### src/core/e1dl_pkg.sv
// Constants and carrier types of the E1 receive data-link timing block
// ****************************************************************
// ****************************************************************
package e1dl_pkg;

    // Clock and line timing
    localparam int CLK_NS          = 100;
    localparam int LINE_BIT_NS     = 488;
    localparam int LINE_BIT_CYCLES =
        (LINE_BIT_NS / CLK_NS) < 1 ? 1 : (LINE_BIT_NS / CLK_NS);
    localparam int LINE_HIGH_NS    = 244;
    localparam int LINE_HIGH_CYCLES =
        (LINE_HIGH_NS / CLK_NS) < 1 ? 1 : (LINE_HIGH_NS / CLK_NS);
    localparam int BP_HALF_NS      = 122;
    localparam int BP_HALF_CYCLES  =
        (BP_HALF_NS / CLK_NS) < 1 ? 1 : (BP_HALF_NS / CLK_NS);

    // Frame structure
    localparam int BP_CLKS_PER_FRAME = 512;
    localparam int MF_FRAMES         = 16;
    localparam int SA_FIRST_BIT      = 3;
    localparam int RATE_MAX_CODE     = 4;
    localparam int FIFO_DEPTH        = 8;

    // Reset values
    localparam logic [3:0] TX_FRAME_RESET = 4'h0;
    localparam logic [8:0] BP_COUNT_RESET = 9'h000;

    // One decoded receive bit with its frame position marks
    typedef struct packed {
        logic frame_start;
        logic non_fas;
        logic crc_mf_last;
        logic cas_mf_last;
        logic data;
    } e1dl_bit_t;

    // Two signals of one two-way pin, outward half
    typedef struct packed {
        logic o;
        logic oe;
    } e1dl_pin_t;

    // Output pacing states
    typedef enum logic [2:0] {
        E1DL_IDLE = 3'b001,
        E1DL_HIGH = 3'b010,
        E1DL_LOW  = 3'b100
    } e1dl_state_t;

endpackage

### src/core/e1dl_top.sv
// Receive data-link, multiframe and backplane timing of the E1 framer
`timescale 1ns/1ps
module e1dl_top (
    // Clock and reset
    input  wire logic                  clk,
    input  wire logic                  rst,
    // Decoded receive bits from the line decoder
    input  wire logic                  rx_bit_valid,
    output logic                       rx_bit_ready,
    input  wire e1dl_pkg::e1dl_bit_t   rx_bit,
    // Configuration
    input  wire logic [2:0]            rx_link_rate_select,
    input  wire logic                  rx_multiframe_source_select,
    input  wire logic                  frame_pulse_format_select,
    // Receive pins
    output logic                       recovered_line_clock,
    output logic                       rx_line_data_out,
    output logic                       rx_link_bit_clock,
    output logic                       rx_multiframe_pulse,
    // Transmit multiframe alignment
    input  wire logic                  tx_multiframe_align_n,
    output logic                       tx_multiframe_start,
    output logic [3:0]                 tx_frame_number,
    // Backplane timing pins
    input  wire logic                  bus_or_line_sync_select,
    input  wire logic                  backplane_clock_4m_i,
    output e1dl_pkg::e1dl_pin_t        backplane_clock_4m,
    input  wire logic                  backplane_frame_pulse_i,
    output e1dl_pkg::e1dl_pin_t        backplane_frame_pulse
);
    import e1dl_pkg::*;

    // ****************************************************************
    // Pin synchronisers
    // ****************************************************************
    logic [3:0] pins_sync;
    logic       align_n_s;
    logic       bus_sync_s;
    logic       bp_clk_s;
    logic       bp_fp_s;

    e1dl_sync #(
        .WIDTH (4)
    ) u_sync (
        .clk      (clk),
        .rst      (rst),
        .async_in ({tx_multiframe_align_n, bus_or_line_sync_select,
                    backplane_clock_4m_i, backplane_frame_pulse_i}),
        .sync_out (pins_sync)
    );

    assign align_n_s  = pins_sync[3];
    assign bus_sync_s = pins_sync[2];
    assign bp_clk_s   = pins_sync[1];
    assign bp_fp_s    = pins_sync[0];

    // ****************************************************************
    // Receive bit buffer
    // ****************************************************************
    logic      fifo_valid;
    logic      fifo_pop;
    e1dl_bit_t fifo_bit;

    // Full buffer stalls the decoder through rx_bit_ready
    e1dl_fifo #(
        .WIDTH ($bits(e1dl_bit_t)),
        .DEPTH (FIFO_DEPTH)
    ) u_fifo (
        .clk       (clk),
        .rst       (rst),
        .in_valid  (rx_bit_valid),
        .in_ready  (rx_bit_ready),
        .in_data   (rx_bit),
        .out_valid (fifo_valid),
        .out_ready (fifo_pop),
        .out_data  (fifo_bit)
    );

    // ****************************************************************
    // Recovered clock and serial data pacing
    // ****************************************************************
    e1dl_state_t state;
    e1dl_state_t next_state;
    logic [3:0]  pace_cnt;
    logic [3:0]  next_pace_cnt;
    logic [7:0]  bit_idx;
    logic [7:0]  next_bit_idx;
    logic [7:0]  pop_idx;
    logic [2:0]  rate_code;
    logic        link_gate;
    logic        next_line_clock;
    logic        next_line_data;
    logic        next_link_clock;
    logic        next_mf_pulse;

    // Codes above 20 kHz clamp to the highest rate
    assign rate_code = (rx_link_rate_select > 3'(RATE_MAX_CODE))
                     ? 3'(RATE_MAX_CODE) : rx_link_rate_select;

    // Pop when idle or when the previous bit period has run out
    assign fifo_pop = fifo_valid &&
        ((state == E1DL_IDLE) ||
         ((state == E1DL_LOW) && (pace_cnt == 4'(LINE_BIT_CYCLES - 1))));

    // Index of the head bit; kept out of the pacing process to avoid a
    // loop, and a restart from idle still honours frame_start
    assign pop_idx = fifo_bit.frame_start ? 8'h00 : bit_idx + 8'h01;

    // Link bits are Sa4 upward in timeslot 0 of non-FAS frames
    assign link_gate = fifo_bit.non_fas &&
        (pop_idx >= 8'(SA_FIRST_BIT)) &&
        (pop_idx <= 8'(SA_FIRST_BIT) + 8'(rate_code));

    // Pacing state, bit position and output bits
    always_comb
    begin
        next_state      = state;
        next_pace_cnt   = pace_cnt;
        next_bit_idx    = bit_idx;
        next_line_clock = recovered_line_clock;
        next_line_data  = rx_line_data_out;
        next_link_clock = rx_link_bit_clock;
        next_mf_pulse   = rx_multiframe_pulse;
        if (fifo_bit.frame_start)
            next_bit_idx = '0;
        else
            next_bit_idx = bit_idx + 1'b1;
        case (state)
            E1DL_IDLE:
            begin
                next_bit_idx = bit_idx;
            end
            E1DL_HIGH:
            begin
                next_bit_idx  = bit_idx;
                next_pace_cnt = pace_cnt + 1'b1;
                if (pace_cnt == 4'(LINE_HIGH_CYCLES - 1))
                begin
                    next_state      = E1DL_LOW;
                    next_line_clock = 1'b0;
                    next_link_clock = 1'b0;
                end
            end
            E1DL_LOW:
            begin
                next_pace_cnt = pace_cnt + 1'b1;
                if (!fifo_pop)
                    next_bit_idx = bit_idx;
                if (pace_cnt == 4'(LINE_BIT_CYCLES - 1) && !fifo_valid)
                    next_state = E1DL_IDLE;
            end
            default:
            begin
                next_state   = E1DL_IDLE;
                next_bit_idx = bit_idx;
            end
        endcase
        if (fifo_pop)
        begin
            next_state      = E1DL_HIGH;
            next_pace_cnt   = '0;
            next_bit_idx    = pop_idx;
            next_line_clock = 1'b1;
            next_line_data  = fifo_bit.data;
            next_link_clock = link_gate;
            if (fifo_bit.frame_start)
                next_mf_pulse = rx_multiframe_source_select
                              ? fifo_bit.crc_mf_last
                              : fifo_bit.cas_mf_last;
        end
    end

    always_ff @(posedge clk)
    begin
        if (rst)
        begin
            state                <= E1DL_IDLE;
            pace_cnt             <= '0;
            bit_idx              <= '0;
            recovered_line_clock <= 1'b0;
            rx_line_data_out     <= 1'b0;
            rx_link_bit_clock    <= 1'b0;
            rx_multiframe_pulse  <= 1'b0;
        end
        else
        begin
            state                <= next_state;
            pace_cnt             <= next_pace_cnt;
            bit_idx              <= next_bit_idx;
            recovered_line_clock <= next_line_clock;
            rx_line_data_out     <= next_line_data;
            rx_link_bit_clock    <= next_link_clock;
            rx_multiframe_pulse  <= next_mf_pulse;
        end
    end

    // ****************************************************************
    // Backplane clock and frame pulse
    // ****************************************************************
    logic [3:0] half_cnt;
    logic [3:0] next_half_cnt;
    logic       bp_clk;
    logic       next_bp_clk;
    logic [8:0] bp_count;
    logic [8:0] next_bp_count;
    logic       bp_clk_d;
    logic       bp_fp_d;
    logic       fp_active;
    logic       fp_seen;
    logic       drive_bp;
    logic       frame_tick;

    // Sync select high hands backplane timing to the bus master
    assign drive_bp = !bus_sync_s;
    assign fp_active = (bp_count == 9'(BP_CLKS_PER_FRAME - 1));

    // GCI pulse is active high, the other style active low
    assign backplane_clock_4m.o     = bp_clk;
    assign backplane_clock_4m.oe    = drive_bp;
    assign backplane_frame_pulse.o  = frame_pulse_format_select
                                    ? fp_active : !fp_active;
    assign backplane_frame_pulse.oe = drive_bp;

    // External pulse sampled on the synced clock rise, by style
    assign fp_seen = (bp_clk_s && !bp_clk_d) &&
        (frame_pulse_format_select ? (bp_fp_s && !bp_fp_d)
                                   : (!bp_fp_s && bp_fp_d));
    assign frame_tick = drive_bp
        ? (fp_active && bp_clk && half_cnt == 4'(BP_HALF_CYCLES - 1))
        : fp_seen;

    // Own divider keeps running so a mode change starts cleanly
    always_comb
    begin
        next_half_cnt = half_cnt + 1'b1;
        next_bp_clk   = bp_clk;
        next_bp_count = bp_count;
        if (half_cnt == 4'(BP_HALF_CYCLES - 1))
        begin
            next_half_cnt = '0;
            next_bp_clk   = !bp_clk;
            if (bp_clk)
                next_bp_count = (bp_count == 9'(BP_CLKS_PER_FRAME - 1))
                              ? '0 : bp_count + 1'b1;
        end
    end

    always_ff @(posedge clk)
    begin
        if (rst)
        begin
            half_cnt <= '0;
            bp_clk   <= 1'b0;
            bp_count <= BP_COUNT_RESET;
            bp_clk_d <= 1'b0;
            bp_fp_d  <= 1'b0;
        end
        else
        begin
            half_cnt <= next_half_cnt;
            bp_clk   <= next_bp_clk;
            bp_count <= next_bp_count;
            bp_clk_d <= bp_clk_s;
            bp_fp_d  <= bp_fp_s;
        end
    end

    // ****************************************************************
    // Transmit multiframe alignment
    // ****************************************************************
    logic       align_n_d;
    logic [3:0] next_tx_frame;
    logic       next_tx_start;

    // Falling edge of the alignment input restarts at frame zero
    always_comb
    begin
        next_tx_frame = tx_frame_number;
        next_tx_start = 1'b0;
        if (!align_n_s && align_n_d)
        begin
            next_tx_frame = '0;
            next_tx_start = 1'b1;
        end
        else if (frame_tick)
        begin
            next_tx_frame = (tx_frame_number == 4'(MF_FRAMES - 1))
                          ? '0 : tx_frame_number + 1'b1;
            next_tx_start = (tx_frame_number == 4'(MF_FRAMES - 1));
        end
    end

    always_ff @(posedge clk)
    begin
        if (rst)
        begin
            align_n_d           <= 1'b0; // Synced pin is 0 in reset
            tx_frame_number     <= TX_FRAME_RESET;
            tx_multiframe_start <= 1'b0;
        end
        else
        begin
            align_n_d           <= align_n_s;
            tx_frame_number     <= next_tx_frame;
            tx_multiframe_start <= next_tx_start;
        end
    end
endmodule

### src/core/e1dl_sync.sv
// Two-flop synchroniser for pins from outside the clock domain
`timescale 1ns/1ps
module e1dl_sync #(
    parameter int WIDTH = 1
) (
    // Clock and reset
    input  wire logic             clk,
    input  wire logic             rst,
    // Data
    input  wire logic [WIDTH-1:0] async_in,
    output logic      [WIDTH-1:0] sync_out
);
    logic [WIDTH-1:0] meta;
    logic [WIDTH-1:0] next_meta;
    logic [WIDTH-1:0] next_sync;

    // First stage is read only by the second
    always_comb
    begin
        next_meta = async_in;
        next_sync = meta;
    end

    always_ff @(posedge clk)
    begin
        if (rst)
        begin
            meta     <= '0;
            sync_out <= '0;
        end
        else
        begin
            meta     <= next_meta;
            sync_out <= next_sync;
        end
    end
endmodule

### src/core/e1dl_fifo.sv
// Bit FIFO between the line decoder and the output pacing
`timescale 1ns/1ps
module e1dl_fifo #(
    parameter int WIDTH = 5,
    parameter int DEPTH = 8
) (
    // Clock and reset
    input  wire logic             clk,
    input  wire logic             rst,
    // Fill side
    input  wire logic             in_valid,
    output logic                  in_ready,
    input  wire logic [WIDTH-1:0] in_data,
    // Drain side
    output logic                  out_valid,
    input  wire logic             out_ready,
    output logic      [WIDTH-1:0] out_data
);
    localparam int AW = $clog2(DEPTH);
    localparam int CW = $clog2(DEPTH + 1);

    logic [WIDTH-1:0] mem [DEPTH];
    logic [AW-1:0]    wr_ptr;
    logic [AW-1:0]    rd_ptr;
    logic [CW-1:0]    count;
    logic [AW-1:0]    next_wr_ptr;
    logic [AW-1:0]    next_rd_ptr;
    logic [CW-1:0]    next_count;
    logic             push;
    logic             pop;

    // Honest full and empty from the fill count
    assign in_ready  = (count != CW'(DEPTH));
    assign out_valid = (count != '0);
    assign out_data  = mem[rd_ptr];
    assign push      = in_valid && in_ready;
    assign pop       = out_valid && out_ready;

    // Pointer and count update, wrapping at any depth
    always_comb
    begin
        next_wr_ptr = wr_ptr;
        next_rd_ptr = rd_ptr;
        next_count  = count;
        if (push)
            next_wr_ptr = (wr_ptr == AW'(DEPTH - 1)) ? '0 : wr_ptr + 1'b1;
        if (pop)
            next_rd_ptr = (rd_ptr == AW'(DEPTH - 1)) ? '0 : rd_ptr + 1'b1;
        if (push && !pop)
            next_count = count + 1'b1;
        else if (pop && !push)
            next_count = count - 1'b1;
    end

    always_ff @(posedge clk)
    begin
        if (rst)
        begin
            wr_ptr <= '0;
            rd_ptr <= '0;
            count  <= '0;
        end
        else
        begin
            wr_ptr <= next_wr_ptr;
            rd_ptr <= next_rd_ptr;
            count  <= next_count;
        end
    end

    // Storage needs no reset
    always_ff @(posedge clk)
    begin
        if (push)
            mem[wr_ptr] <= in_data;
    end
endmodule

### config.mk
export PLATFORM = sky130hd
export DESIGN_NAME = e1dl_top
export DESIGN_NICKNAME = d
export VERILOG_FILES = /design/src/core/e1dl_pkg.sv /design/src/core/e1dl_top.sv /design/src/core/e1dl_sync.sv /design/src/core/e1dl_fifo.sv
export SDC_FILE = /design/constraint.sdc
export NUM_CORES = 1
export LEC_CHECK = 0
export BUFFER_PORTS_ARGS = -buffer_cell sky130_fd_sc_hd__buf_2
export CORE_UTILIZATION = 54
export DETAILED_ROUTE_END_ITERATION = 6
export PLACE_DENSITY = 0.76
export RECOVER_POWER = 25
export SETUP_SLACK_MARGIN = 0.2
export SLEW_MARGIN = 40
export SYNTH_ARGS = -nofsm -noshare
export SYNTH_HDL_FRONTEND = slang
export SYNTH_SLANG_ARGS = --single-unit
### constraint.sdc
create_clock -name clk -period 2.9 [get_ports clk]
set_clock_uncertainty 0.05 [all_clocks]
set_input_delay 0.145 -clock clk [delete_from_list [all_inputs] [get_ports clk]]
set_output_delay 0.145 -clock clk [all_outputs]
set_load 0.01 [all_outputs]
# Word level (Yosys, flattened, before mapping)
# Memories as Yosys holds them, arrays and structs flattened. A register that Yosys moved wholly into a read port is not among the register bits.
# Index checks and enable logic that the tools add are counted.
[classes]
n_addsub = 10
order_cmp = 3
n_eq_ne = 15
mux = 26
bitwise_logic = 1
n_reduce_logical = 41
[ops]
columns = ["op", "count"]
rows = [
  ["$mux 3", 7],
  ["$add 4x1->4 const B", 4],
  ["$logic_and 1x1->1", 16],
  ["$mux 1", 12],
  ["$mux 4", 3],
  ["$logic_not 1->1", 10],
  ["$add 9x1->9 const B", 1],
  ["$eq 3x3->1 const B", 3],
  ["$eq 9x9->1 const B", 1],
  ["$mux 9", 1],
  ["$pmux 3 s3", 1],
  ["$add 8x1->8 const B", 1],
  ["$ge 8x2->1 const B", 1],
  ["$le 8x4->1", 1],
  ["$mux 8", 1],
  ["$reduce_or 2->1", 4],
  ["$add 3x1->3 const B", 2],
  ["$reduce_and 2->1", 3],
  ["$reduce_and 3->1", 2],
  ["$reduce_bool 2->1", 3],
  ["$add 2x3->4 const A", 1],
  ["$eq 4x1->1 const B", 1],
  ["$eq 4x2->1 const B", 1],
  ["$eq 4x4->1 const B", 1],
  ["14 further kinds", 15],
]
[word_totals]
regBits = 59
ramBits = 40
in_bits = 17
out_inout_bits = 14
wordCells = 118
n_memories = 1
[mem_list]
columns = ["name", "words", "word_bits", "read_ports", "rd_ports_with_merged_regs", "wr", "line", "text"]
rows = [
  ["u_fifo.mem", 8, 5, 1, 1, 1, "e1dl_fifo.sv:22", "logic [WIDTH-1:0] mem [DEPTH];"],
]

# Depth between registers and ports, before layout
# Gate-level depths: netlist (run 1).
[depth]
word_depth = 8
mapped_depth = 13
ltp_nobuf = 12

# Cells and area by module
# Synthesis (run 1) repeated with hierarchy kept, for this count alone.
[hier_totals]
cells_unflattened = 393
hier_area_um2 = 4503.1
[modules_own_cells]
columns = ["module", "instances", "cells_per_inst", "area_each_um2", "seq_area_each_um2"]
rows = [
  ["e1dl_fifo", 1, 132, 2179.6, 1461.4],
  ["e1dl_top", 1, 245, 2113.3, 820.8],
  ["e1dl_sync", 1, 16, 210.2, 160.2],
]

# Worst setup path after synthesis (run 1)
# OpenSTA, ideal clock, no wires.
[synth_timing]
path_type = "register to register"
startpoint = "register pace_cnt[0]"
endpoint = "register u_fifo.count[3]"
setup_time_ps = 70
t_arrival_ps = 2918
required_ps = 2780
path_slack_ps = -139
path_stages_with_launch = 14
path_buffers = 1
synth_period_minus_slack_ps = 3039
path_cell_list = "dfxtp_1 ha_1 nand4bb_1 mux2i_1 nand2_1 clkbuf_1 ha_1 inv_1 ha_1 a21o_1 a21oi_1 xnor2_1 or3_1 a21oi_1"
[synth_between]
elab_chain_cells = 8
elab_cells_between_ends = 10
classes_between = "1 x eq/ne; 1 x mux; 8 x reduce/logical"
[synth_rtl]
columns = ["element", "line", "text"]
rows = [
  ["from (decl)", "e1dl_top.sv:84", "logic [3:0] pace_cnt;"],
  ["from (signal assigned)", "e1dl_top.sv:188", "pace_cnt <= next_pace_cnt;"],
  ["$eq 4x2->1 *", "e1dl_top.sv:103", "((state == E1DL_LOW) && (pace_cnt == 4'(LINE_BIT_CYCLES - 1))));"],
  ["$logic_and 1x1->1 *", "e1dl_top.sv:103", ""],
  ["$logic_or 1x1->1 *", "e1dl_top.sv:102", "((state == E1DL_IDLE) ||"],
  ["$logic_and 1x1->1 *", "e1dl_top.sv:101", "assign fifo_pop = fifo_valid &&"],
  ["$logic_and 1x1->1 *", "e1dl_fifo.sv:37", "assign pop = out_valid && out_ready;"],
  ["$logic_not 1->1", "e1dl_fifo.sv:49", "if (push && !pop)"],
  ["$logic_and 1x1->1", "e1dl_fifo.sv:49", ""],
  ["$mux 4 or $reduce_bool 2->1 (tied branches)", "-", ""],
  ["to (signal assigned)", "e1dl_fifo.sv:67", "count <= next_count;"],
  ["to (decl)", "e1dl_fifo.sv:25", "logic [CW-1:0] count;"],
]
# Mark *: on every way between the ends. The rest lies on a longest branch, timed or not.
# A chain may end at the register's enable or synchronous reset.

# Worst setup path after layout (run 1)
[layout_timing]
startpoint = "register u_fifo.count[0]"
endpoint = "register u_fifo.count[3]"
[layout_between]
elab_chain_cells = 6
elab_cells_between_ends = 14
classes_between = "2 x add/sub; 1 x eq/ne; 2 x mux; 9 x reduce/logical"
[layout_rtl]
columns = ["element"]
rows = [
  ["branches (longest 6 deep; another with $sub 4x1->4)"],
]
# Several ways; the timed one is not identified. The select of a mux whose other input is x is not followed.

==> metrics.cfg, run 1 <==
[status]
outcome=finished, final reports clean

[cells_and_area]
fillers=625
stdcell_count=546
syn2layout_area_growth_pct=13.82
top_register=u_fifo.mem
antennaDiodeCount=0
reg_top3=u_fifo.mem (40), bp_count (9), bit_idx (8)
drive_gt1_frac=0.1824
fin_nets=475
largest_register_ffs=40

[synth]
ys.flop_type=dfxtp_1
synth.most_common_cell=dfxtp_1
yosys-top-cells-area=dfxtp_1 27%, edfxtp_1 27%, ha_1 5.0%
yosysSeqAreaShare=0.5407
yosysTopAreaCellShare=0.2748
postSynthCellCount=392
syn-cell-area_um2=4517
async_reset_ff_frac=0
ys_ff_latch=102
synth_top_area_cell=dfxtp_1
yosys-top-cells-count=62 x dfxtp_1, 41 x nor2_1, 40 x edfxtp_1
synth_edf_count=40
netlist-cell-type-count=53
avgSynthCellArea_um2=11.52
yosys_warnings=0
synth_nets=428

[pwr]
p_sw_mw=1.169
leakage_nw=1.910
switching_share=0.3203
finalPower_mw=3.649
power_density_nw_per_um2=709.7
ir_drop_mv=0.4629
seqPwrFrac=0.476
pwr-share-comb=0.289
pwr-share-clk=0.235
power.internal_mw=2.480

[timing]
maxSlewHeadroom=0.5505
max_freq_mhz=388.8
period_minus_slack_ns=2.572
tns_ns=0
min_period_over_period=0.8869
rsz0062_at_grt=no
worst_pin_slew_ns=0.6681
final_hold_viol_count=0
hold_ws_ns=0.08808
drv_slew=0
setup_viol=0

[cts]
cts_buffers=9
clkLatencyLatePin_ns=0.37
clk_pin_slew_ns=0.11
htreeDepth=3
cts_tree=built
clkSinkCount=102
cts_buffer_depth=2
root_buffer=clkbuf_8

[drt]
drt_iter0_drc=102
route.detailed.drc=0
vias=3014
post_drt_wl_per_cell_um=14.44
dr.pass1.iters=4
vias_per_cell=5.520
ant_nets=0
drt-total-wl_um=7884

[floorplanning]
initial_core_util=0.5727
dieWidth_um=93.46
core-area_um2=7888
fp.dieH_um=93.46
row_count=32
num_io_pins=31
fp.dieArea_um2=8734

[setup_path]
crit_fanout=5
end_kind=flop
crit_path_start_kind=flop
crit_arrival_ns=2.82
path_class=flop to flop
cp_data_required_time_ns=3.15

[grt]
grt_pass1_vias=2796
grt_overflow=0
met1_usage=0.2304
grt_start_max_net_pins=47
busiest_layer=met2
antenna_found_initial=0
grt_pass1_wl_um=12830
met2_usage=0.3346
grt_use_total=0.1927
met3_usage=0.05528

[placed_design]
io_buffers=30
dp.cells=519
gp_congestion=0.8311
hpwl_um=5510

[job]
max_cap_violations=0

[min_path]
hold_class=input pin to flop

cell type report:
cell class                 instances  area [µm²]  share of cell area
clock buffer                       9       123.9             0.02409
clock inverter                     7       72.57             0.01412
inverter                           9       33.78            0.006571
multi-input combinational        264        1993              0.3877
sequential                       102        2449              0.4763
tap                              102       127.6             0.02482
timing repair buffer              53       341.6             0.06644
power by group through the flow:
stage	clock network, mW	registers (mW)	logic (mW)
after floorplan	0	1.74	0.815
after CTS	0.884	1.74	1.03
after detailed placement	0	1.77	1.02
final	0.859	1.74	1.05
after global routing	0.935	1.75	1.17
after global placement	0	1.76	0.990
critical path, cell delays in order (launching register included):
cell	delay, ns
dfxtp_1	0.38
nor4_1	0.46
nor2_1	0.12
nand2_2	0.09
ha_2	0.20
inv_2	0.06
ha_1	0.27
a21o_1	0.19
a21oi_2	0.14
xnor2_1	0.09
or3_1	0.31
a21oi_1	0.14
through the flow:
step	setup slack [ns]	cell area, µm²	utilization
after CTS	0.2171	5102	0.6469
after detailed placement	0.1229	4812	0.6101
after global routing	0.2011	5141	0.6518
after global placement	0.2664	4812	0.6101
final	0.3281	5141	0.6518
after floorplan	0.2251	4552	-
timing repair:
item,CTS,global route
buffers inserted,0,2
pin swaps,0,1
hold buffers,9,0
resized for setup,2,9
setup endpoints to repair,1,2
endpoints found under the hold margin,41,0
routing by layer:
metal / up-vias / wire length [µm]
li1: 1509 / -
met1: 1433 / 3435
met2: 58 / 4045
met3: 14 / 276
met4: 0 / 126
met5: - / 0
cells in the final DEF, fill, tap and decap left out, types with 4 or more instances in the layout:
cell,n
a21oi_1,25
buf_2,24
buf_4,15
clkbuf_1,5
clkbuf_8,9
dfxtp_1,59
dlygate4sd3_1,9
edfxtp_1,40
ha_1,16
inv_1,8
mux2i_1,10
mux4_1,8
nand2_1,23
nand2b_1,11
nand3_1,12
nand4_1,4
nor2_1,38
nor2b_1,12
nor3_1,9
o21ai_0,10
or3_1,7
xnor2_1,10
xor2_1,11
logic make-up (layout without fill, tap and decap cells):
kind of cell	Yosys count	in the layout	synth area share
compound gates	51	51	0.06787
xor+xnor	21	21	0.04072
fa+ha+maj	19	19	0.05429
buf+inv	26	78	0.02908
flops	102	102	0.5407
mux	24	24	0.09169
other cells	1	1	0.0008302
simple gates	148	148	0.1748
final timing paths:
check / endpoint / slack, ns / cells past startpoint / from
setup / recovery: u_fifo.count[3]$_SDFFE_PP0P_ / 0.33 / 11 / u_fifo.count[0]$_SDFFE_PP0P_
hold reg to reg: u_sync.sync_out[3]$_SDFF_PP0_ / 0.40 / 1 / u_sync.meta[3]$_SDFF_PP0_
setup reg to reg: u_fifo.count[3]$_SDFFE_PP0P_ / 0.33 / 11 / u_fifo.count[0]$_SDFFE_PP0P_
hold / removal: u_fifo.wr_ptr[1]$_SDFFE_PP0P_ / 0.09 / 4 / rx_bit_valid
No activity file was read; power rests on OpenSTA's default activity.
==> run 2: changes to the inputs <==
--- a/config.mk
+++ b/config.mk
@@ -6,9 +6,9 @@
 export NUM_CORES = 1
 export LEC_CHECK = 0
 export BUFFER_PORTS_ARGS = -buffer_cell sky130_fd_sc_hd__buf_2
-export CORE_UTILIZATION = 54
+export CORE_UTILIZATION = 60
 export DETAILED_ROUTE_END_ITERATION = 6
-export PLACE_DENSITY = 0.76
+export PLACE_DENSITY = 0.8
 export RECOVER_POWER = 25
 export SETUP_SLACK_MARGIN = 0.2
 export SLEW_MARGIN = 40
==> constraint.sdc (replaced) <==
create_clock -name clk -period 2.7 [get_ports clk]
set_clock_uncertainty 0.05 [all_clocks]
set_input_delay 0.135 -clock clk [delete_from_list [all_inputs] [get_ports clk]]
set_output_delay 0.135 -clock clk [all_outputs]
set_load 0.01 [all_outputs]
==> run 2 against run 1 <==
  * Count of clock-buffer cells in the layout unchanged
  * Sequential power up 8%
  * Total power increased by 10%
  * Sequential share of layout area is 0.81 points lower
  * Register-to-register slack got worse by 0.09 ns
  * Flip-flop and latch count unchanged
  * Worst hold slack improved by 0.026 ns
  * Core utilization grew 7.1 points
  * Routed wire length is 4.5% higher
  * Critical endpoint is now rx_link_bit_clock$_SDFFE_PP0P_
==> metrics.cfg, run 2 (synthesized netlist as in run 1, its figures left out) <==
[status]
outcome=finished, final reports clean

[drt]
ant_nets=0  ; unchanged
route.detailed.drc=0  ; unchanged
maxUsedRoutingLayer=met4
dr_wl_met3_um=225  ; -18%
drt_iter0_drc=131  ; +28%
drt-total-wl_um=8237  ; +4.5%
vias_per_cell=5.566  ; +0.83%
vias=3028  ; +0.46%
wl_met1_um=3535  ; +2.9%
dr_wl_met2_um=4278  ; +5.8%
dr.pass1.iters=4  ; unchanged
post_drt_wl_per_cell_um=15.14  ; +4.9%

[setup_path]
cp_top_family=multiplexers
crit_cells=9  ; -2
cpPeakStageDelay_ns=0.49  ; +0.03 ns
crit_path_start_kind=flop
worst-r2r-cell-count=9  ; -2
cp_data_required_time_ns=2.93  ; -0.22 ns
cp_num_buf_inv=0  ; -1
slowest_stage=mux4_2
end_kind=flop
crit_fanout=4  ; -1
crit_arrival_ns=2.69  ; -0.13 ns
path_class=flop to flop
path_cells=mux4_2, mux2_4, nor2_4, ha_4, a21oi_2, nand2_1, a211oi_2, o2111ai_2, o31ai_2

[timing]
period_minus_slack_ns=2.459  ; -0.1129 ns
hold_ws_ns=0.1138  ; +0.02576 ns
drv_slew=0  ; unchanged
worst_pin_slew_ns=0.6036  ; -0.06448 ns
max_freq_mhz=406.7  ; +4.6%
rsz0062_at_grt=yes
maxSlewHeadroom=0.5961  ; +0.04561
tns_ns=0  ; unchanged
fin_ws_ns=0.2411  ; -0.08706 ns
setup_viol=0  ; unchanged
min_period_over_period=0.9107  ; +0.02386
final_hold_viol_count=0  ; unchanged

[pwr]
finalPower_mw=4.022  ; +10%
power_density_nw_per_um2=766.9  ; +8.1%
ir_drop_mv=0.4430  ; -4.3%
leakage_nw=1.926  ; +0.85%

[cts]
clkSinkCount=102  ; unchanged
cts_buffer_depth=2  ; unchanged
cts_tree=built
cts_buffers=9  ; unchanged
clkLatencyLatePin_ns=0.37  ; about the same
clk_pin_slew_ns=0.11  ; about the same
root_buffer=clkbuf_8
htreeDepth=3  ; unchanged

[floorplanning]
fp.dieH_um=88.77  ; -5.0%
initial_core_util=0.6227  ; +0.05008
row_count=31  ; -3.1%
core-area_um2=7253  ; -8.0%
num_io_pins=31  ; unchanged
dieWidth_um=88.77  ; -5.0%
fp.dieArea_um2=7879  ; -9.8%

[placed_design]
gp_congestion=0.7821  ; -5.9%
io_buffers=30  ; unchanged
hpwl_um=5601  ; +1.6%
dpl_cell_area_um2=4873  ; +1.3%
dp.cells=518  ; -0.19%
place_ws_ns=0.1681  ; +0.04517 ns

[cells_and_area]
finalInstanceArea_um2=5244  ; +2.0%
mostFrequentLayoutCell=dfxtp_1
final_cell_mix=58 x dfxtp_1, 40 x edfxtp_1, 38 x nor2_1
fin_nets=476  ; +0.21%
antennaDiodeCount=0  ; unchanged
stdcell_count=544  ; -0.37%
fillers=513  ; -18%
largest_register_ffs=40  ; unchanged
reg_top3=u_fifo.mem (40), bp_count (9), bit_idx (8)
top_register=u_fifo.mem
drive_gt1_frac=0.2000  ; +0.01757
utilization=0.7230  ; +0.07115
syn2layout_area_growth_pct=16.09

[grt]
grt_overflow=0  ; unchanged
antenna_found_initial=0  ; unchanged
grt_use_total=0.2238  ; +0.03113
grt_start_max_net_pins=47  ; unchanged
grt_pass1_wl_um=13050  ; +1.7%
grt_pass1_vias=2749  ; -1.7%

[min_path]
hold_class=input pin to flop
whs_path_depth=4  ; unchanged

[job]
max_cap_violations=0  ; unchanged

==> run 2: changes by cell type in the layout (fill, tap and decap cells not counted), sizes merged <==
| cell | delta |
|---|---|
| clkinv | +1 |
| buf | +1 |
| clkinvlp | -1 |
==> run 2: layout make-up <==
| cell class | instances | area, µm² | area share |
|---|---|---|---|
| Clock buffer | 9 | 123.9 | 0.02362 |
| Inverter | 9 | 33.78 | 0.006442 |
| Multi-Input combinational cell | 264 | 2077 | 0.3961 |
| Clock inverter | 7 | 81.33 | 0.01551 |
| Tap cell | 99 | 123.9 | 0.02362 |
| Timing Repair Buffer | 54 | 349.1 | 0.06657 |
| Sequential cell | 102 | 2455 | 0.4681 |
==> run 2: worst paths after layout <==
path | startpoint | to | slack (ns)
setup reg to reg | flop | rx_link_bit_clock$_SDFFE_PP0P_ | 0.24
hold reg to reg | u_sync.meta[3]$_SDFF_PP0_ | u_sync.sync_out[3]$_SDFF_PP0_ | 0.41
setup / recovery | flop | rx_link_bit_clock$_SDFFE_PP0P_ | 0.24
hold / removal | rx_multiframe_source_select | rx_multiframe_pulse$_SDFFE_PP0P_ | 0.11
==> run 2: tightest hold or removal path, stage by stage <==
cell and delay, ns:
buf_2 0.08, mux4_2 0.16, mux2i_1 0.06, nor2_1 0.07
==> run 2: timing repair <==
item                                   CTS  global route
gates resized for setup                  3            10
pin swaps                                0             5
hold buffers                             9             0
endpoints found under the hold margin   44             0
setup endpoints to repair                1             2
cloned                                   0             0
setup buffers                            0             1
==> run 2: per-layer routing <==
metal	up-vias	GRT usage
met1	1452	0.2714
met4	0	0.1085
met3	16	0.04944
met2	45	0.3797
li1	1515	-
met5	-	0
==> run 2: power breakdown <==
part,switching [mW],internal [mW]
clock,0.576,0.372
combinational,0.603,0.592
sequential,0.138,1.74
total,1.32,2.70
==> run 3: changes to the inputs <==
--- a/config.mk
+++ b/config.mk
@@ -6,6 +6,7 @@
 export NUM_CORES = 1
 export LEC_CHECK = 0
 export BUFFER_PORTS_ARGS = -buffer_cell sky130_fd_sc_hd__buf_2
+export CORE_MARGIN = 5
 export CORE_UTILIZATION = 60
 export DETAILED_ROUTE_END_ITERATION = 6
 export PLACE_DENSITY = 0.8
@@ -14,4 +15,5 @@
 export SLEW_MARGIN = 40
 export SYNTH_ARGS = -nofsm -noshare
 export SYNTH_HDL_FRONTEND = slang
+export SYNTH_HIERARCHICAL = 1
 export SYNTH_SLANG_ARGS = --single-unit
==> constraint.sdc (replaced) <==
create_clock -name clk -period 2.4 [get_ports clk]
set_clock_uncertainty 0.05 [all_clocks]
set_input_delay 0.12 -clock clk [delete_from_list [all_inputs] [get_ports clk]]
set_output_delay 0.12 -clock clk [all_outputs]
set_load 0.01 [all_outputs]
==> run 3 against run 2 <==
  * The run now ends with negative setup slack left
  * Fmax down 12%
  * Routed wire length down 1.2%
  * First-iteration DRC count down 15%
  * Design area up 2.2%
  * Critical path type unchanged
  * Die area up 19%
  * Count of clock-buffer cells in the layout unchanged
  * Flip-flop and latch count unchanged
  * Non-clock buffer count up 13
  * Area after synthesis down 0.30%
==> metrics.cfg, run 3 <==
[cts]
clkSinkCount=102  ; unchanged
root_buffer=clkbuf_8
clkLatencyLatePin_ns=0.36  ; about the same
htreeDepth=3  ; unchanged
cts_buffer_depth=2  ; unchanged
cts_buffers=9  ; unchanged
cts_tree=built
clk_pin_slew_ns=0.10  ; about the same

[synth]
ys.flop_type=dfxtp_1
netlist-cell-type-count=53  ; unchanged
yosysSeqAreaShare=0.5424  ; +0.001653
synth_nets=431  ; +0.70%
yosys_warnings=6  ; +6
yosys-top-cells-count=62 x dfxtp_1, 40 x edfxtp_1, 39 x nor2_1
async_reset_ff_frac=0  ; unchanged
syn-cell-area_um2=4503  ; -0.30%
yosysTopAreaCellShare=0.2756  ; +0.0008399
yosys-top-cells-area=dfxtp_1 28%, edfxtp_1 27%, ha_1 5.6%
ys_ff_latch=102  ; unchanged
postSynthCellCount=393  ; +0.26%
synth.most_common_cell=dfxtp_1
avgSynthCellArea_um2=11.46  ; -0.56%
synth_top_area_cell=dfxtp_1
synth_edf_count=40  ; unchanged

[min_path]
hold_end=u_fifo/wr_ptr[1]$_SDFFE_PP0P_
hold_class=input pin to flop
min-delay-start=rx_bit_valid
whs_path_depth=5  ; +1

[pwr]
power_density_nw_per_um2=940.2  ; +23%
leakage_nw=1.983  ; +3.0%
ir_drop_mv=0.6278  ; +42%

[timing]
maxSlewHeadroom=0.5928  ; -0.003346
worst_pin_slew_ns=0.6108  ; +0.007250 ns
setup_viol=3  ; +3
drv_slew=0  ; unchanged
tns_ns=-1.089  ; -1.089 ns
rsz0062_at_grt=yes
hold_ws_ns=0.1634  ; +0.04959 ns
fin_ws_ns=-0.4099  ; -0.6510 ns
max_freq_mhz=355.9  ; -12%
min_period_over_period=1.171  ; +0.2601
final_hold_viol_count=0  ; unchanged
period_minus_slack_ns=2.810  ; +0.3510 ns

[floorplanning]
num_io_pins=31  ; unchanged
core-area_um2=7292  ; +0.53%
fp.dieH_um=96.63  ; +8.9%
row_count=31  ; unchanged
fp.dieArea_um2=9337  ; +19%
initial_core_util=0.6175  ; -0.005200
dieWidth_um=96.63  ; +8.9%

[cells_and_area]
reg_top3=u_fifo/mem (40), bp_count (9), bit_idx (8)
final_cell_mix=59 x dfxtp_1, 40 x edfxtp_1, 38 x nor2_1
fillers=506  ; -1.4%
largest_register_ffs=40  ; unchanged
ff_latch_area_um2=2449  ; -0.25%
utilization=0.7351  ; +0.01211
top_register=u_fifo/mem
drive_gt1_frac=0.2609  ; +0.06087
multi_input_area_um2=2053  ; -1.1%
fin_nets=493  ; +3.6%
antennaDiodeCount=0  ; unchanged
syn2layout_area_growth_pct=19.03
mostFrequentLayoutCell=dfxtp_1
stdcell_count=559  ; +2.8%

[drt]
vias=3027  ; -0.033%
ant_nets=0  ; unchanged
dr.pass1.iters=4  ; unchanged
drt-total-wl_um=8139  ; -1.2%
post_drt_wl_per_cell_um=14.56  ; -3.8%
route.detailed.drc=0  ; unchanged
vias_per_cell=5.415  ; -2.7%
drt_iter0_drc=111  ; -15%

[placed_design]
hpwl_um=5633  ; +0.58%
dp.cells=532  ; +2.7%
io_buffers=30  ; unchanged
gp_congestion=0.8924  ; +14%

[setup_path]
cp_data_required_time_ns=2.60  ; -0.33 ns
r2r-start=u_fifo/count[0]$_SDFFE_PP0P_
crit_path_start_kind=flop
crit_arrival_ns=3.01  ; +0.32 ns
rr_endpoint=u_fifo/count[3]$_SDFFE_PP0P_
end_kind=flop
path_class=flop to flop
crit_fanout=4  ; unchanged
worst-r2r-cell-count=12  ; +3
r2r_setup_slack_ns=-0.41  ; -0.65 ns

[grt]
grt_pass1_wl_um=14250  ; +9.2%
grt_use_total=0.1834  ; -0.04044
antenna_found_initial=0  ; unchanged
grt_start_max_net_pins=35  ; -26%
grt_pass1_vias=3172  ; +15%
grt_overflow=0  ; unchanged

[job]
max_cap_violations=0  ; unchanged

[status]
violations=negative setup slack
outcome=finished with violations

## run 3: changes by cell type in the layout (fill, tap and decap cells not counted), moves of 3 or more
cell | before | now
buf_4 | 16 | 25
a31oi_1 | 2 | 5
and2_1 | 3 | 0
or3_1 | 7 | 4
buf_6 | 0 | 3
mux2_2 | 1 | 5
mux4_2 | 3 | 10
o21ai_0 | 10 | 4
nand4_1 | 4 | 7
mux4_1 | 8 | 0
## run 3: final cells by class
cell class | count | area share
flip-flops and latches | 102 | 0.4568
multi-input cells | 264 | 0.3831
repair buffers | 67 | 0.08520
clock buffers | 9 | 0.02311
well taps | 99 | 0.02311
clock inverters | 7 | 0.02054
inverters | 11 | 0.008170
## run 3: how the worst max path moves through the flow
stage | from | to | slack [ns] | depth (start not counted)
floorplan | u_fifo/count[0]$_SDFFE_PP0P_ | u_fifo/count[3]$_SDFFE_PP0P_ | -0.44 | 12
global placement | u_fifo/count[3]$_SDFFE_PP0P_ | u_fifo/count[3]$_SDFFE_PP0P_ | -0.31 | 12
detailed placement | u_fifo/count[3]$_SDFFE_PP0P_ | u_fifo/count[3]$_SDFFE_PP0P_ | -0.37 | 12
CTS | u_fifo/count[3]$_SDFFE_PP0P_ | u_fifo/count[3]$_SDFFE_PP0P_ | -0.39 | 12
global route | u_fifo/count[0]$_SDFFE_PP0P_ | u_fifo/count[3]$_SDFFE_PP0P_ | -0.52 | 12
finish | u_fifo/count[0]$_SDFFE_PP0P_ | u_fifo/count[3]$_SDFFE_PP0P_ | -0.41 | 12
## run 3: cell families after synthesis
family                     after synthesis  synth area share
xor gates and xnor gates                19           0.03695
and+or+nand+nor                        146            0.1714
buffers and inverters                   27           0.02834
DFF                                    102            0.5424
adders and majority gates               21           0.06002
AOI/OAI and AO/OA                       52           0.07503
muxes                                   25           0.08502
other                                    1         0.0008328
## run 3: critical path, cell delays in order, from the launching register on
cell and delay, ns:
dfxtp_2 0.33, or4_4 0.55, and4bb_2 0.26, a41oi_2 0.19
inv_2 0.08, nand2_4 0.08, ha_4 0.14, inv_4 0.05
ha_4 0.23, a21oi_4 0.14, a211oi_2 0.09, a31oi_1 0.16
mux2_2 0.35
## run 3: stage by stage
step / area, µm² / setup WS (ns) / total power, mW
global placement: 4961 / -0.3091 / 3.605
finish: 5360 / -0.4099 / 5.039
detailed placement: 4961 / -0.3682 / 3.666
global route: 5360 / -0.5249 / 5.362
floorplan: 4594 / -0.4370 / 3.198
CTS: 5308 / -0.3863 / 4.958
## run 3: what timing repair did
| item | CTS | global route |
|---|---|---|
| setup endpoints to repair | 5 | 9 |
| hold buffers | 9 | 0 |
| gates resized for setup | 4 | 12 |
| buffers inserted | 1 | 1 |
| endpoints found under the hold margin | 44 | 0 |
| pin swaps | 5 | 5 |
## run 3: routing by layer
layer | routed length, µm | GRT usage | up-vias
met5 | 0 | 0 | -
met4 | 114 | 0.06587 | 0
met3 | 237 | 0.04173 | 11
li1 | - | - | 1530
met2 | 4201 | 0.3190 | 41
met1 | 3585 | 0.2226 | 1445
## run 3: report_power, final
part,internal (mW),switching (mW),leakage [nW]
clock,0.612,0.604,0.116
sequential,1.96,0.122,0.869
combinational,0.905,0.836,0.998
total,3.48,1.56,1.98
